<file path="src/design/led_ctrl_pkg.sv">
// Purpose: Constants for the indicator blink / pulse-stretch control block
// Assumes: 20 MHz clock, classic Wishbone register access with 32-bit data
// Notes: Word offsets are byte addresses; unused register bits read as zero
//
// How it works
// - Rate field bits 11:10 picks blink 2.5/5/10/20 Hz; reset code 01.
// - Same rate field picks pulse-stretch 400/200/100/50 ms for codes 00..11.
// - Only port zero's rate field is used, for every indicator on every port.
// - Bit 12 set gates active indicators with 5 kHz programmable duty; reset 0.
// - Bits 8 and 7 choose stretch (1) or blink (0) for indicators three, two.
// - Bits 6 and 5 choose stretch (1) or blink (0) for indicators one, zero.

package led_ctrl_pkg;

   // ==========================================================================
   // Structure
   localparam int NUM_PORTS = 4;
   localparam int NUM_IND = 4;
   localparam int NUM_PINS = NUM_PORTS * NUM_IND;

   // ==========================================================================
   // Register map (byte addresses)
   localparam logic [7:0] ADDR_CTRL_BASE = 8'h00;
   localparam logic [7:0] ADDR_DUTY = 8'h10;
   localparam logic [7:0] ADDR_STATUS = 8'h14;

   // ==========================================================================
   // Control register fields
   localparam int PULSE_BIT = 12;
   localparam int RATE_LSB = 10;
   localparam int STYLE_LSB = 5;
   localparam logic [15:0] CTRL_RW_MASK = 16'h1DE0;
   localparam logic [15:0] CTRL_RESET = 16'h0400;
   localparam logic [11:0] DUTY_RESET = 12'h7D0;

   // ==========================================================================
   // Timing
   localparam int CLK_HZ = 20000000;
   localparam int MS_PER_S = 1000;
   localparam int TICK_CYC = CLK_HZ / MS_PER_S;
   localparam int PWM_HZ = 5000;
   localparam int PWM_CYC = CLK_HZ / PWM_HZ;
   localparam logic [11:0] PWM_LAST = 12'(PWM_CYC - 1);

   // Blink rates in tenths of Hz, half period derived in ms
   localparam int BLINK_DHZ [4] = '{25, 50, 100, 200};
   localparam int DHZ_HALF_MS = 5000;
   localparam logic [7:0] BLINK_HALF_MS [4] = '{
      8'(DHZ_HALF_MS / 25), 8'(DHZ_HALF_MS / 50), 8'(DHZ_HALF_MS / 100), 8'(DHZ_HALF_MS / 200)};

   // Pulse-stretch durations in ms
   localparam logic [8:0] STRETCH_MS [4] = '{9'h190, 9'h0C8, 9'h064, 9'h032};

endpackage

</file>
<file path="src/design/led_ctrl.sv">
// Purpose: Indicator blink / pulse-stretch control with Wishbone registers
// Assumes: Activity inputs come from pins; soft_rst_i is a one-clock pulse from logic
// Notes: Registers at 0x00..0x0C are per-port control, 0x10 duty, 0x14 status
//
// The placing of the registers and the Wishbone interface to the registers were chosen for this implementation.
`timescale 1ns/1ns

module led_ctrl #(
   parameter int TICK_CYC = led_ctrl_pkg::TICK_CYC
) (
   // Clock and reset
   input wire logic clk_i,
   input wire logic rst_i,
   input wire logic soft_rst_i,
   // Wishbone slave
   input wire logic cyc_i,
   input wire logic stb_i,
   input wire logic we_i,
   input wire logic [7:0] adr_i,
   input wire logic [3:0] sel_i,
   input wire logic [31:0] dat_i,
   output logic [31:0] dat_o,
   output logic ack_o,
   // Activity in, indicators out (index = port*4 + indicator)
   input wire logic [15:0] act_i,
   output logic [15:0] ind_o
);

   // ==========================================================================
   // Bus slave
   logic ack_q;
   logic [31:0] dat_q;
   logic [15:0] ctrl_q [led_ctrl_pkg::NUM_PORTS];
   logic [11:0] duty_q;
   logic [15:0] act_m_q;
   logic [15:0] act_s_q;
   logic [15:0] ind_q;

   wire req = cyc_i & stb_i;
   wire ack_d = req & ~ack_q;
   wire wr_en = req & we_i & ack_q;
   wire hit_ctrl = adr_i[7:4] == led_ctrl_pkg::ADDR_CTRL_BASE[7:4];
   wire hit_duty = adr_i[7:2] == led_ctrl_pkg::ADDR_DUTY[7:2];
   wire hit_stat = adr_i[7:2] == led_ctrl_pkg::ADDR_STATUS[7:2];
   wire [1:0] port_sel = adr_i[3:2];
   wire [15:0] lane_mask = {{8{sel_i[1]}}, {8{sel_i[0]}}};
   wire [15:0] ctrl_mask = lane_mask & led_ctrl_pkg::CTRL_RW_MASK;
   wire [11:0] duty_mask = lane_mask[11:0];
   wire [31:0] rd_data = hit_ctrl ? {16'h0000, ctrl_q[port_sel]} :
                         hit_duty ? {20'h00000, duty_q} :
                         hit_stat ? {ind_q, act_s_q} : 32'h00000000;

   always_ff @(posedge clk_i) begin
      if (rst_i) begin
         ack_q <= 1'b0;
         dat_q <= 32'h00000000;
      end else begin
         ack_q <= ack_d;
         if (ack_d) begin
            dat_q <= rd_data;
         end
      end
   end

   assign ack_o = ack_q;
   assign dat_o = dat_q;

   // Control registers keep their value through a soft reset
   genvar p;
   generate
      for (p = 0; p < led_ctrl_pkg::NUM_PORTS; p++) begin : g_ctrl
         wire ctrl_wr = wr_en & hit_ctrl & (port_sel == 2'(p));
         always_ff @(posedge clk_i) begin
            if (rst_i) begin
               ctrl_q[p] <= led_ctrl_pkg::CTRL_RESET;
            end else if (ctrl_wr) begin
               ctrl_q[p] <= (ctrl_q[p] & ~ctrl_mask) | (dat_i[15:0] & ctrl_mask);
            end
         end
      end
   endgenerate

   always_ff @(posedge clk_i) begin
      if (rst_i) begin
         duty_q <= led_ctrl_pkg::DUTY_RESET;
      end else if (wr_en & hit_duty) begin
         duty_q <= (duty_q & ~duty_mask) | (dat_i[11:0] & duty_mask);
      end
   end

   // ==========================================================================
   // Activity synchroniser
   always_ff @(posedge clk_i) begin
      if (rst_i) begin
         act_m_q <= 16'h0000;
         act_s_q <= 16'h0000;
      end else begin
         act_m_q <= act_i;
         act_s_q <= act_m_q;
      end
   end

   // ==========================================================================
   // Global rate, taken from port zero only
   wire [1:0] rate_sel = ctrl_q[0][led_ctrl_pkg::RATE_LSB +: 2];
   wire [7:0] blink_half_ms = led_ctrl_pkg::BLINK_HALF_MS[rate_sel];
   wire [8:0] stretch_ms = led_ctrl_pkg::STRETCH_MS[rate_sel];

   // ==========================================================================
   // Millisecond tick, blink phase and 5 kHz modulation
   logic [15:0] tick_cnt_q;
   logic [7:0] blink_cnt_q;
   logic blink_phase_q;
   logic [11:0] pwm_cnt_q;

   wire ms_tick = tick_cnt_q == 16'(TICK_CYC - 1);
   wire blink_wrap = blink_cnt_q >= 8'(blink_half_ms - 8'h01);
   wire pwm_on = pwm_cnt_q < duty_q;

   always_ff @(posedge clk_i) begin
      if (rst_i || soft_rst_i) begin
         tick_cnt_q <= 16'h0000;
         blink_cnt_q <= 8'h00;
         blink_phase_q <= 1'b0;
         pwm_cnt_q <= 12'h000;
      end else begin
         tick_cnt_q <= ms_tick ? 16'h0000 : 16'(tick_cnt_q + 16'h0001);
         pwm_cnt_q <= (pwm_cnt_q == led_ctrl_pkg::PWM_LAST) ? 12'h000 : 12'(pwm_cnt_q + 12'h001);
         if (ms_tick) begin
            if (blink_wrap) begin
               blink_cnt_q <= 8'h00;
               blink_phase_q <= ~blink_phase_q;
            end else begin
               blink_cnt_q <= 8'(blink_cnt_q + 8'h01);
            end
         end
      end
   end

   // ==========================================================================
   // Per-indicator display
   logic [8:0] stretch_cnt_q [led_ctrl_pkg::NUM_PINS];
   wire [15:0] ind_d;

   genvar i;
   generate
      for (i = 0; i < led_ctrl_pkg::NUM_PINS; i++) begin : g_ind
         localparam int PORT = i / led_ctrl_pkg::NUM_IND;
         localparam int LED = i % led_ctrl_pkg::NUM_IND;
         wire use_stretch = ctrl_q[PORT][led_ctrl_pkg::STYLE_LSB + LED];
         wire pulse_en = ctrl_q[PORT][led_ctrl_pkg::PULSE_BIT];
         wire stretched = act_s_q[i] | (stretch_cnt_q[i] != 9'h000);
         wire blinked = act_s_q[i] & blink_phase_q;
         wire base_on = use_stretch ? stretched : blinked;
         assign ind_d[i] = base_on & (~pulse_en | pwm_on);

         always_ff @(posedge clk_i) begin
            if (rst_i || soft_rst_i) begin
               stretch_cnt_q[i] <= 9'h000;
            end else if (act_s_q[i]) begin
               stretch_cnt_q[i] <= stretch_ms;
            end else if (ms_tick && stretch_cnt_q[i] != 9'h000) begin
               stretch_cnt_q[i] <= 9'(stretch_cnt_q[i] - 9'h001);
            end
         end
      end
   endgenerate

   always_ff @(posedge clk_i) begin
      if (rst_i || soft_rst_i) begin
         ind_q <= 16'h0000;
      end else begin
         ind_q <= ind_d;
      end
   end

   assign ind_o = ind_q;

   // ==========================================================================
   // Assertions
   chk_blink_toggle: assert property (@(posedge clk_i) disable iff (rst_i)
      (ms_tick && blink_wrap && !soft_rst_i) |=> (blink_phase_q != $past(blink_phase_q)))
      else $error("blink phase did not toggle at half period");

   chk_rate_default: assert property (@(posedge clk_i)
      rst_i |=> (ctrl_q[0][11:10] == 2'h1 && ctrl_q[0][12] == 1'b0))
      else $error("rate or pulsing field wrong after reset");

   chk_stretch_load: assert property (@(posedge clk_i) disable iff (rst_i)
      (act_s_q[0] && !soft_rst_i) |=> (stretch_cnt_q[0] == $past(stretch_ms)))
      else $error("stretch counter not loaded with rate duration");

   chk_rate_global: assert property (@(posedge clk_i) disable iff (rst_i)
      ($changed(ctrl_q[1]) && $stable(ctrl_q[0])) |-> $stable(stretch_ms) && $stable(blink_half_ms))
      else $error("other port rate field changed global rate");

   chk_pulse_gate: assert property (@(posedge clk_i) disable iff (rst_i)
      (ctrl_q[0][12] && !pwm_on && !soft_rst_i) |=> !ind_q[0] && !ind_q[3])
      else $error("indicator on while modulation is off");

   chk_pwm_wrap: assert property (@(posedge clk_i) disable iff (rst_i)
      (pwm_cnt_q == led_ctrl_pkg::PWM_LAST && !soft_rst_i) |=> pwm_cnt_q == 12'h000)
      else $error("modulation period wrong");

   chk_blink_style: assert property (@(posedge clk_i) disable iff (rst_i)
      (!soft_rst_i && !ctrl_q[0][12] && !ctrl_q[0][8] && act_s_q[3]) |=> ind_q[3] == $past(blink_phase_q))
      else $error("indicator three does not follow blink phase");

   chk_stretch_hold: assert property (@(posedge clk_i) disable iff (rst_i)
      (!soft_rst_i && !ctrl_q[0][12] && ctrl_q[0][5] && stretch_cnt_q[0] != 9'h000) |=> ind_q[0])
      else $error("indicator zero dropped during stretch");

   chk_soft_keep: assert property (@(posedge clk_i) disable iff (rst_i)
      (soft_rst_i && !wr_en) |=> $stable(ctrl_q[0]) && $stable(ctrl_q[3]) && $stable(duty_q))
      else $error("control lost on soft reset");

   chk_resv_zero: assert property (@(posedge clk_i) disable iff (rst_i)
      (ack_q && $past(hit_ctrl)) |-> dat_o[9] == 1'b0 && dat_o[31:13] == 19'h00000)
      else $error("reserved control bits read nonzero");

   // ==========================================================================
   // Bus, counter and display checks

   chk_ack_single: assert property (@(posedge clk_i) disable iff (rst_i)
      ack_q |=> !ack_q)
      else $error("acknowledge longer than one cycle");

   chk_ack_request: assert property (@(posedge clk_i) disable iff (rst_i)
      (cyc_i && stb_i && !ack_q) |=> ack_q)
      else $error("request not acknowledged");

   chk_stretch_table: assert property (@(posedge clk_i) disable iff (rst_i)
      stretch_ms == (rate_sel == 2'h0 ? 9'h190 : rate_sel == 2'h1 ? 9'h0C8 : rate_sel == 2'h2 ? 9'h064 : 9'h032))
      else $error("stretch duration does not match rate code");

   chk_blink_table: assert property (@(posedge clk_i) disable iff (rst_i)
      blink_half_ms == (rate_sel == 2'h0 ? 8'hC8 : rate_sel == 2'h1 ? 8'h64 : rate_sel == 2'h2 ? 8'h32 : 8'h19))
      else $error("blink half period does not match rate code");

   chk_stretch_count: assert property (@(posedge clk_i) disable iff (rst_i)
      (!act_s_q[0] && !soft_rst_i && ms_tick && stretch_cnt_q[0] != 9'h000) |=>
      stretch_cnt_q[0] == 9'($past(stretch_cnt_q[0]) - 9'h001))
      else $error("stretch counter did not count down on tick");

   chk_stretch_idle: assert property (@(posedge clk_i) disable iff (rst_i)
      (!act_s_q[0] && !ms_tick && !soft_rst_i) |=> $stable(stretch_cnt_q[0]))
      else $error("stretch counter moved between ticks");

   chk_tick_wrap: assert property (@(posedge clk_i) disable iff (rst_i)
      (ms_tick && !soft_rst_i) |=> tick_cnt_q == 16'h0000)
      else $error("millisecond counter did not wrap");

   chk_tick_bound: assert property (@(posedge clk_i) disable iff (rst_i)
      tick_cnt_q < 16'(TICK_CYC))
      else $error("millisecond counter out of range");

   chk_pwm_bound: assert property (@(posedge clk_i) disable iff (rst_i)
      pwm_cnt_q <= led_ctrl_pkg::PWM_LAST)
      else $error("modulation counter out of range");

   chk_pulse_pass: assert property (@(posedge clk_i) disable iff (rst_i)
      (!soft_rst_i && !ctrl_q[0][12] && ctrl_q[0][5] && act_s_q[0]) |=> ind_q[0])
      else $error("indicator zero dark without modulation");

   chk_blink_dark: assert property (@(posedge clk_i) disable iff (rst_i)
      (!soft_rst_i && !ctrl_q[0][5] && !blink_phase_q) |=> !ind_q[0])
      else $error("blinking indicator lit in dark phase");

   chk_idle_dark: assert property (@(posedge clk_i) disable iff (rst_i)
      (!soft_rst_i && !act_s_q[0] && stretch_cnt_q[0] == 9'h000) |=> !ind_q[0])
      else $error("idle indicator zero lit");

   chk_port_one: assert property (@(posedge clk_i) disable iff (rst_i)
      (act_s_q[4] && !soft_rst_i) |=> stretch_cnt_q[4] == $past(stretch_ms))
      else $error("port one stretch not from global rate");

   chk_soft_clear: assert property (@(posedge clk_i) disable iff (rst_i)
      soft_rst_i |=> ind_q == 16'h0000 && !blink_phase_q)
      else $error("soft reset left display state");

   chk_resv_hold: assert property (@(posedge clk_i) disable iff (rst_i)
      (ctrl_q[0] & ~led_ctrl_pkg::CTRL_RW_MASK) == 16'h0000)
      else $error("reserved control bit set");

   chk_style_write: assert property (@(posedge clk_i) disable iff (rst_i)
      (wr_en && hit_ctrl && port_sel == 2'h0 && sel_i[1:0] == 2'h3) |=> ctrl_q[0][8:5] == $past(dat_i[8:5]))
      else $error("style bits not written");

   chk_rate_write: assert property (@(posedge clk_i) disable iff (rst_i)
      (wr_en && hit_ctrl && port_sel == 2'h0 && sel_i[1]) |=> ctrl_q[0][12:10] == $past(dat_i[12:10]))
      else $error("rate or pulsing bits not written");

   chk_stretch_style: assert property (@(posedge clk_i) disable iff (rst_i)
      (!soft_rst_i && !ctrl_q[0][12] && ctrl_q[0][8] && act_s_q[3]) |=> ind_q[3])
      else $error("stretching indicator three dark while active");

   cov_stretch_run: cover property (@(posedge clk_i) disable iff (rst_i)
      $fell(act_s_q[0]) ##1 ind_q[0]);
   cov_blink_toggle: cover property (@(posedge clk_i) disable iff (rst_i)
      act_s_q[3] && ms_tick && blink_wrap);
   cov_pulse_active: cover property (@(posedge clk_i) disable iff (rst_i)
      ctrl_q[0][12] && ind_q[0]);
   cov_bus_write: cover property (@(posedge clk_i) disable iff (rst_i)
      wr_en && hit_ctrl);

endmodule // led_ctrl

</file>
<file path="config.mk">
export PLATFORM = sky130hd
export DESIGN_NAME = led_ctrl
export DESIGN_NICKNAME = d
export VERILOG_FILES = /design/src/design/led_ctrl_pkg.sv /design/src/design/led_ctrl.sv
export SDC_FILE = /design/constraint.sdc
export NUM_CORES = 1
export LEC_CHECK = 0
export BUFFER_PORTS_ARGS = -buffer_cell sky130_fd_sc_hd__buf_2
export CORE_MARGIN = 1.5
export CORE_UTILIZATION = 61
export CTS_CLUSTER_SIZE = 12
export DETAILED_ROUTE_END_ITERATION = 12
export GPL_ROUTABILITY_DRIVEN = 0
export GPL_TIMING_DRIVEN = 0
export HOLD_SLACK_MARGIN = 0.06
export PLACE_DENSITY_LB_ADDON = 0.3
export SYNTH_ARGS = -nofsm -noshare
export SYNTH_HDL_FRONTEND = slang
export SYNTH_SLANG_ARGS = --single-unit
</file>
<file path="constraint.sdc">
create_clock -name clk_i -period 5.15 [get_ports clk_i]
set_input_delay 1.03 -clock clk_i [delete_from_list [all_inputs] [get_ports clk_i]]
set_output_delay 1.03 -clock clk_i [all_outputs]
set_load 0.01 [all_outputs]
</file>
# Yosys cells after proc, flatten, opt, wreduce, memory -nomap -nowiden

Memories as Yosys holds them, arrays and structs flattened.
Cells that the tools add are included.

$add $sub $neg: 20
Magnitude comparators: 3
Equal/unequal tests: 7
Muxes and demuxes: 190
Bitwise gates (word level): 119
Reduce and logical (&&, ||, !) cells: 38

Operator list:

| operator                                              | count |
|---|---|
| 2-to-1 mux 9 bit                                      | 34 |
| 2-to-1 mux 1 bit                                      | 144 |
| nonzero test 9 bit                                    | 16 |
| subtractor 9 x 1 -> 9 bit, second input constant      | 16 |
| 2-to-1 mux 32 bit                                     | 3 |
| AND 16 bit                                            | 4 |
| 2-to-1 mux 16 bit                                     | 4 |
| OR 16 bit                                             | 4 |
| OR 1 bit                                              | 56 |
| AND 1 bit                                             | 42 |
| AND 12 bit                                            | 2 |
| 2-to-1 mux 8 bit                                      | 3 |
| binary-select mux 9 bit (select 2 bit)                | 1 |
| adder 16 x 1 -> 16 bit, second input constant         | 1 |
| AND 16 x 13 -> 16 bit                                 | 1 |
| binary-select mux 8 bit (select 2 bit)                | 1 |
| equality test 16 x 15 -> 1 bit, second input constant | 1 |
| logical AND 1 bit                                     | 16 |
| inverter 13 -> 16 bit                                 | 1 |
| adder 12 x 1 -> 12 bit, second input constant         | 1 |
| equality test 12 bit, second input constant           | 1 |
| equality test 6 x 3 -> 1 bit, second input constant   | 2 |
| less-than comparator 12 bit                           | 1 |
| inverter 12 bit                                       | 1 |
| other kinds (14)                                      | 21 |

Flip-flop bits (word level): 130
RAM bits: 208
Bits of input ports: 66
Output and inout bits: 49
Word-level logic and storage cells: 389
Memories: 2

Memory list:

| memory        | depth | width | read ports | clocked after Yosys merged registers in | wr ports | RTL line        | text |
|---|---|---|---|---|---|---|---|
| stretch_cnt_q | 16    | 9     | 16         | 0                                       | 16       | led_ctrl.sv:142 | `logic [8:0] stretch_cnt_q [led_ctrl_pkg::NUM_PINS];` |
| ctrl_q        | 4     | 16    | 5          | 0                                       | 4        | led_ctrl.sv:33  | `logic [15:0] ctrl_q [led_ctrl_pkg::NUM_PORTS];` |

# Logic depth before layout (Yosys ltp)

Gate-level depths: netlist of run 1.

Depth in word-level cells: 9
Depth in mapped cells: 10
Gate-level depth less buffers: 9

# Worst setup path before layout of run 1

OpenSTA, ideal clock, no wires.

Kind: input-to-reg
From: in rst_i
To: mem stretch_cnt_q[14][0], in the netlist stretch_cnt_q[1][54] (enable)
Setup time: 387 ps
Data arrival time: 2444 ps
Data required time: 4763 ps
Setup slack: 2319 ps
Cell stages on the path: 7
Buffers on the path: 4
Cell sequence: buf_2 > or2_2 > clkbuf_1 > clkbuf_1 > buf_1 > nor2_1 > o21ai_0

RTL lines:

| item        | RTL line        | text |
|---|---|---|
| from (decl) | led_ctrl.sv:13  | `input wire logic rst_i,` |
| to (decl)   | led_ctrl.sv:142 |  |

==> results.toml, run 1 <==
[status]
status = "finished, final reports clean"

[cts]
clock_sinks = 302
clk_path_buf_depth = 3
post_cts_resized = 0
clockRootBuffer = "clkbuf_16"
cts_tree = "done"
postCtsHoldBufs = 0
cts_buffers = 34
htree_levels = 2
path_clk_slew_ns = 0.06
postCtsSetupRepairBufs = 0
clk_latency_ns = 0.53

[finish]
fin_nets = 1786
syn2layout_area_growth_pct = 12.96
n_antenna_cell = 0
nFillCells = 1820
layout-drive-gt1-share_pct = 10.22
fin_util_pct = 70.49

[timing]
min_period_ns = 3.433
hold_viol = 0
fmax_mhz = 291.3
fin_setup_tns_ns = 0
slew_viol_final = 0
skew_ns = 0.02557
worst_slack_ns = 1.717
slew_headroom_pct = 15.97
finalSetupViolCount = 0
rsz0062_at_grt = "no"
tightest_slew_ns = 1.247
finalCritPeriodShare_pct = 66.66

[logic_synthesis]
yosys-top-cells-area = "edfxtp_1 34%, dfxtp_1 17%, nand2_1 5.3%, o31ai_1 4.8%, xnor2_1 3.8%"
synth_compound_area_share_pct = 13.65
syn-cell-area_um2 = 15220
ys_seq_area_share_pct = 51.03
synth_xor_area_share_pct = 6.790
synth_edf_count = 172
synth.mux.area_fraction_pct = 1.636
synth_cell_types = 59
yosys_warnings = 0
synth_top_cell_area_share_pct = 33.93
synth_simple_gate_area_share_pct = 19.68
ys.flop_type = "edfxtp_1"
syn_inst = 1552
synth_top_family_by_area = "simple AND/OR/NAND/NOR gates"
synth_most_common_cell = "nand2_1"
avgSynthCellArea_um2 = 9.807
synth_nets = 1660
synth_common_cells = "213 x nand2_1, 172 x edfxtp_1, 130 x dfxtp_1"
ys_ff_latch = 302
synthAdderAreaFrac_pct = 3.453
async_flop_share_pct = 0
synth_area_leader_cell = "edfxtp_1"

[die]
die_area_um2 = 25910
die_h_um = 161.0
die_x_um = 161.0
rows = 57
core_area_um2 = 24390
start_util_pct = 62.40
ioPinCount = 115

[place]
dpl.hpwl_um = 29270
port_buffers = 90
place_ws_ns = 1.321

[worst_setup_path]
max_stage_delay_ns = 0.67
critical_path.endpoint_type = "flip-flop"
cpMaxStageDelayCell = "buf_1"
cp_top_family = "buffers and inverters"
path_common_cell = "clkbuf_1"
crit_chain = "buf_2 -> or2_2 -> clkbuf_1 -> clkbuf_1 -> buf_1 -> nor2_1 -> o21ai_0"
worstPathRequired_ns = 5.27
cp.depth = 7
critPathMaxFanout = 10
reg2reg_depth = 10
start_kind = "input pin"
crit_buf_inv = 4
arrival_ns = 3.55
critPathKind = "input pin to flip-flop"

[global_routing]
grt_max_degree = 14
first_global_vias = 12330
grt_pass1_wl_um = 65600
grt_use_total_pct = 32.43
antenna_found_initial = 0
overflow = 0

[min_path]
hp-class = "flip-flop to flip-flop"
min_path_cells = 1

[detailed_routing]
drtAntennaViolNets = 0
vias = 12770
via_per_inst = 6.299
dr.pass1.iters = 6
drtIter0Drc = 1501
routedWlPerCell_um = 20.67
wl_um = 41910
drc_errors = 0

[power]
leakagePower_nw = 6.432
power_density_nw_per_um2 = 327.2
ir_worst_vdd_uv = 278.2

[run]
maxCapViolCount = 0
==> state kept, by name, indices dropped and copies added (netlist names), named ones only <==
signal and cells:
blink_phase_q 1, blink_cnt_q 8, ack_o 1, act_s_q 16, pwm_cnt_q 12, ctrl_q 28, dat_o 32, ind_o 16
tick_cnt_q 16, stretch_cnt_q 144, act_m_q 16
==> per-stage QoR <==
stage	total power, mW	area [µm²]	cells	hold slack (ns)
2_1_floorplan	3.070	15220	1552	0.4138
3_3_place_gp	3.213	16080	1966	0.4179
3_5_place_dp	3.229	16080	1966	0.4251
4_1_cts	5.610	17190	2027	0.4392
5_1_grt	5.775	17190	2027	0.4463
6_report	5.626	17190	2027	0.4352
==> per-layer routing <==
layer	vias to the layer above	routed length, µm	track usage (%)
li1	5882	-	-
met1	6052	16620	43.28
met2	699	19230	51.18
met3	136	4115	6.198
met4	0	1944	15.40
met5	-	0	0
==> cell type report <==
class	instances	area, µm²	area share (%)
clock buffer	57	1069	6.214
timing repair buffer	90	450.4	2.620
buffer	86	336.6	1.958
multi-input combinational	1101	6880	40.02
inverter	63	236.5	1.375
tap	324	405.4	2.358
clock inverter	4	48.80	0.2838
sequential	302	7767	45.18
==> final timing paths <==
kind / to / start / slack (ns)
setup / recovery: stretch_cnt_q[1][58] / rst_i / 1.72
hold / removal: act_s_q[10] / act_m_q[10] / 0.44
hold reg to reg: act_s_q[10] / act_m_q[10] / 0.44
setup reg to reg: blink_cnt_q[6] / ctrl_q[0][11] / 1.73
==> power by group <==
part           internal [mW]  total [mW]  switching [mW]
Combinational          0.178       0.482           0.304
Clock                   1.46        2.43           0.967
Sequential              2.64        2.72          0.0807
==> cells in the final DEF (no fill, tap or decap), types with 36 or more instances in the layout <==
master    instances
buf_2            98
a21oi_1          61
xnor2_1          66
inv_1            63
o21ai_0          47
ha_1             42
nor2_1          109
nor2b_1          36
o31ai_1          98
nand2_1         213
nor3_1           71
clkbuf_1         83
xor2_1           52
nand3_1          58
dfxtp_1         130
edfxtp_1        172
==> kinds of logic after synthesis <==
logic type      count (synthesis)
xor+xnor                      118
buf+inv                       149
flops                         302
mux                            16
fa+ha+maj                      42
simple gates                  619
compound gates                306
==> worst register-to-register path, delay by kind of cell (launching register included) <==
| family | cells | cell delay, ns |
|---|---|---|
| buffers and inverters | 3 | 0.83 |
| and+or+nand+nor | 2 | 0.26 |
| DFF | 1 | 0.62 |
| adders and majority gates | 2 | 0.77 |
| AOI/OAI and AO/OA | 3 | 0.85 |
Power figures use the tool's default switching activity.
==> inputs of run 2 (changes only) <==
Settings changed: ABC_AREA from default to 1.
Clock period 5.15 ns to 3.54 ns, I/O delays scaled along.
==> run 2 against run 1 <==
Count of clock-buffer cells in the layout is 4 lower. Core utilization down 0.92 points. Largest power group unchanged. Hold slack got worse by 0.061 ns. Worst setup slack got worse by 1.5 ns. Combinational power grew 65%. Largest cell class unchanged. Non-clock buffer count decreased by 43. Sequential share of layout area down 2.1 points. Design area rose by 4.8%. Synthesized cell count grew 27%. Via count grew 7.8%.
==> results.toml, run 2 <==
[status]
status = "finished, final reports clean"

[power]
clkPwrFrac_pct = 41.6
power_density_nw_per_um2 = 446.7
seqPwrFrac_pct = 48.5
report.power.total_mw = 8.053
combinationalPowerShare_pct = 9.9
leakagePower_nw = 7.892
power_switching_mw = 2.031
p_int_mw = 6.022
switching_share_pct = 25.22
ir_worst_vdd_uv = 515.4

[place]
numPlacedInstances = 2402
dpl.hpwl_um = 29550
placed_area_um2 = 16930
port_buffers = 90

[worst_setup_path]
critPathKind = "flip-flop to flip-flop"
max_stage_delay_ns = 0.51
arrival_ns = 3.80
critPathMaxFanout = 18
cpMaxStageDelayCell = "edfxtp_1"
reg2reg_from = "ctrl_q[0][11]"
r2r_slack_ns = 0.19
start_kind = "flip-flop"
worst_r2r_endpoint = "blink_cnt_q[0]"
critical_path.endpoint_type = "flip-flop"
path_common_cell = "nand2_1"
reg2reg_depth = 12
crit_chain = "buf_4 -> clkinv_2 -> buf_4 -> ha_4 -> clkinv_4 -> ha_1 -> a21o_1 -> a21oi_1 -> nand2_1 -> nand2_1 -> nand2_1 -> a21oi_1"
worstPathRequired_ns = 3.99

[detailed_routing]
via_per_inst = 5.586
drtAntennaViolNets = 0
routedWlPerCell_um = 16.68
drtIter0Drc = 1308
wl_um = 41110
dr.pass1.iters = 5
drc_errors = 0
vias = 13770

[die]
ioPinCount = 115
rows = 59
core_area_um2 = 25910
die_x_um = 165.3
die_h_um = 165.3
die_area_um2 = 27310
start_util_pct = 61.98

[finish]
fin_cells = 2464
fin_nets = 2212
fin_util_pct = 69.57
largest_reg_flops = 144
final_cell_mix = "390 x nand2_1, 359 x inv_1, 265 x nor2_1, 172 x edfxtp_1, 130 x dfxtp_1"
multiInputGateArea_um2 = 6704
layout-drive-gt1-share_pct = 9.817
nFillCells = 2026
ff_latch_area_um2 = 7767
layout_commonest_cell = "nand2_1"
fin_area_um2 = 18030
top_register = "stretch_cnt_q"
syn2layout_area_growth_pct = 12.26
n_antenna_cell = 0

[cts]
clock_sinks = 302
clockRootBuffer = "clkbuf_16"
clk_path_buf_depth = 3
clk_latency_ns = 0.53
htree_levels = 2
postCtsHoldBufs = 0
cts_tree = "done"
cts_buffers = 34
path_clk_slew_ns = 0.06

[logic_synthesis]
ys.flop_type = "edfxtp_1"
yosys-top-cells-area = "edfxtp_1 32%, dfxtp_1 16%, nand2_1 9.1%, inv_1 8.4%, nor2_1 6.2%"
synth_area_leader_cell = "edfxtp_1"
async_flop_share_pct = 0
synth_top_cell_area_share_pct = 32.16
synth_cell_types = 39
ys_ff_latch = 302
yosys_warnings = 0
syn-cell-area_um2 = 16060
synth_edf_count = 172
avgSynthCellArea_um2 = 8.123
synth_common_cells = "390 x nand2_1, 360 x inv_1, 265 x nor2_1"
synth_most_common_cell = "nand2_1"
syn_inst = 1977
ys_seq_area_share_pct = 48.37
synth_nets = 2085

[run]
maxCapViolCount = 0

[global_routing]
grt_pass1_wl_um = 64160
grt_max_degree = 19
first_global_vias = 12900
antenna_found_initial = 0
grt_use_total_pct = 30.35
overflow = 0

[timing]
hold_viol = 0
slew_viol_final = 0
tightest_slew_ns = 0.8704
rsz0062_at_grt = "no"
skew_ns = 0.02740
finalSetupViolCount = 0
min_period_ns = 3.350
fmax_mhz = 298.5
finalCritPeriodShare_pct = 94.63
slew_headroom_pct = 41.98

[min_path]
hp-class = "input pin to flip-flop"
holdPathEnd = "act_m_q[7]"
min_path_cells = 3
min-delay-start = "act_i[7]"
run 2: kinds of logic after synthesis:
logic type / synth area share (%)
compound gates: 11.19
fa+ha+maj: 3.272
flops: 48.37
buf+inv: 9.965
xor+xnor: 4.636
simple gates: 22.57
run 2: layout make-up:
type / count / area share (%)
Inverter: 370 / 7.773
Clock inverter: 8 / 0.3193
Tap cell: 335 / 2.325
Multi-Input combinational cell: 1263 / 37.19
Clock buffer: 53 / 5.511
Timing Repair Buffer: 94 / 2.665
Buffer: 39 / 1.131
Sequential cell: 302 / 43.09
run 2: worst max-delay path by stage:
stage	endpoint	slack (ns)	depth (start not counted)	start
floorplan	blink_cnt_q[0]	0.48	14	ctrl_q[0][11]
global placement	blink_cnt_q[0]	-1.66	14	ctrl_q[0][11]
detailed placement	blink_cnt_q[0]	-1.56	14	ctrl_q[0][11]
CTS	blink_cnt_q[0]	0.03	12	ctrl_q[0][11]
global route	blink_cnt_q[0]	0.05	12	ctrl_q[0][11]
finish	blink_cnt_q[0]	0.19	12	ctrl_q[0][11]
run 2: metrics by stage:
stage / hold slack [ns] / worst slack, ns / setup TNS [ns]
finish: 0.3747 / 0.1901 / 0
global route: 0.3794 / 0.05413 / 0
CTS: 0.3668 / 0.02767 / 0
detailed placement: 0.3927 / -1.564 / -23.21
global placement: 0.3899 / -1.657 / -27.36
floorplan: 0.3883 / 0.4754 / 0
run 2: metal layers:
metal	up-vias	track usage [%]	routed length [µm]	part of all wire, %
li1	6695	-	-	-
met1	6304	40.04	16740	41
met2	630	48.23	18720	46
met3	136	5.994	3759	9.1
met4	0	13.88	1891	4.6
met5	-	0	0	0
run 2: repair_timing:
item,CTS,global route
pin swaps,0,0
resized for setup,8,2
setup buffers,0,4
setup endpoints to repair,55,6
run 2: critical path: cells and delay by family (launching register included):
| kind | cells | cell delay (ns) |
|---|---|---|
| buffers and inverters | 4 | 1.07 |
| adder cells (fa/ha/maj) | 2 | 0.76 |
| AO/OA/AOI/OAI | 3 | 0.54 |
| flip-flops | 1 | 0.51 |
| AND/OR/NAND/NOR | 3 | 0.37 |
run 2: power by group through the flow:
stage	Clock, mW	Combinational (mW)	Sequential, mW
2_1_floorplan	0	0.573	3.95
3_3_place_gp	0	0.745	3.97
3_5_place_dp	0	0.769	3.98
4_1_cts	3.37	0.781	3.90
5_1_grt	3.50	0.885	3.92
6_report	3.35	0.793	3.91
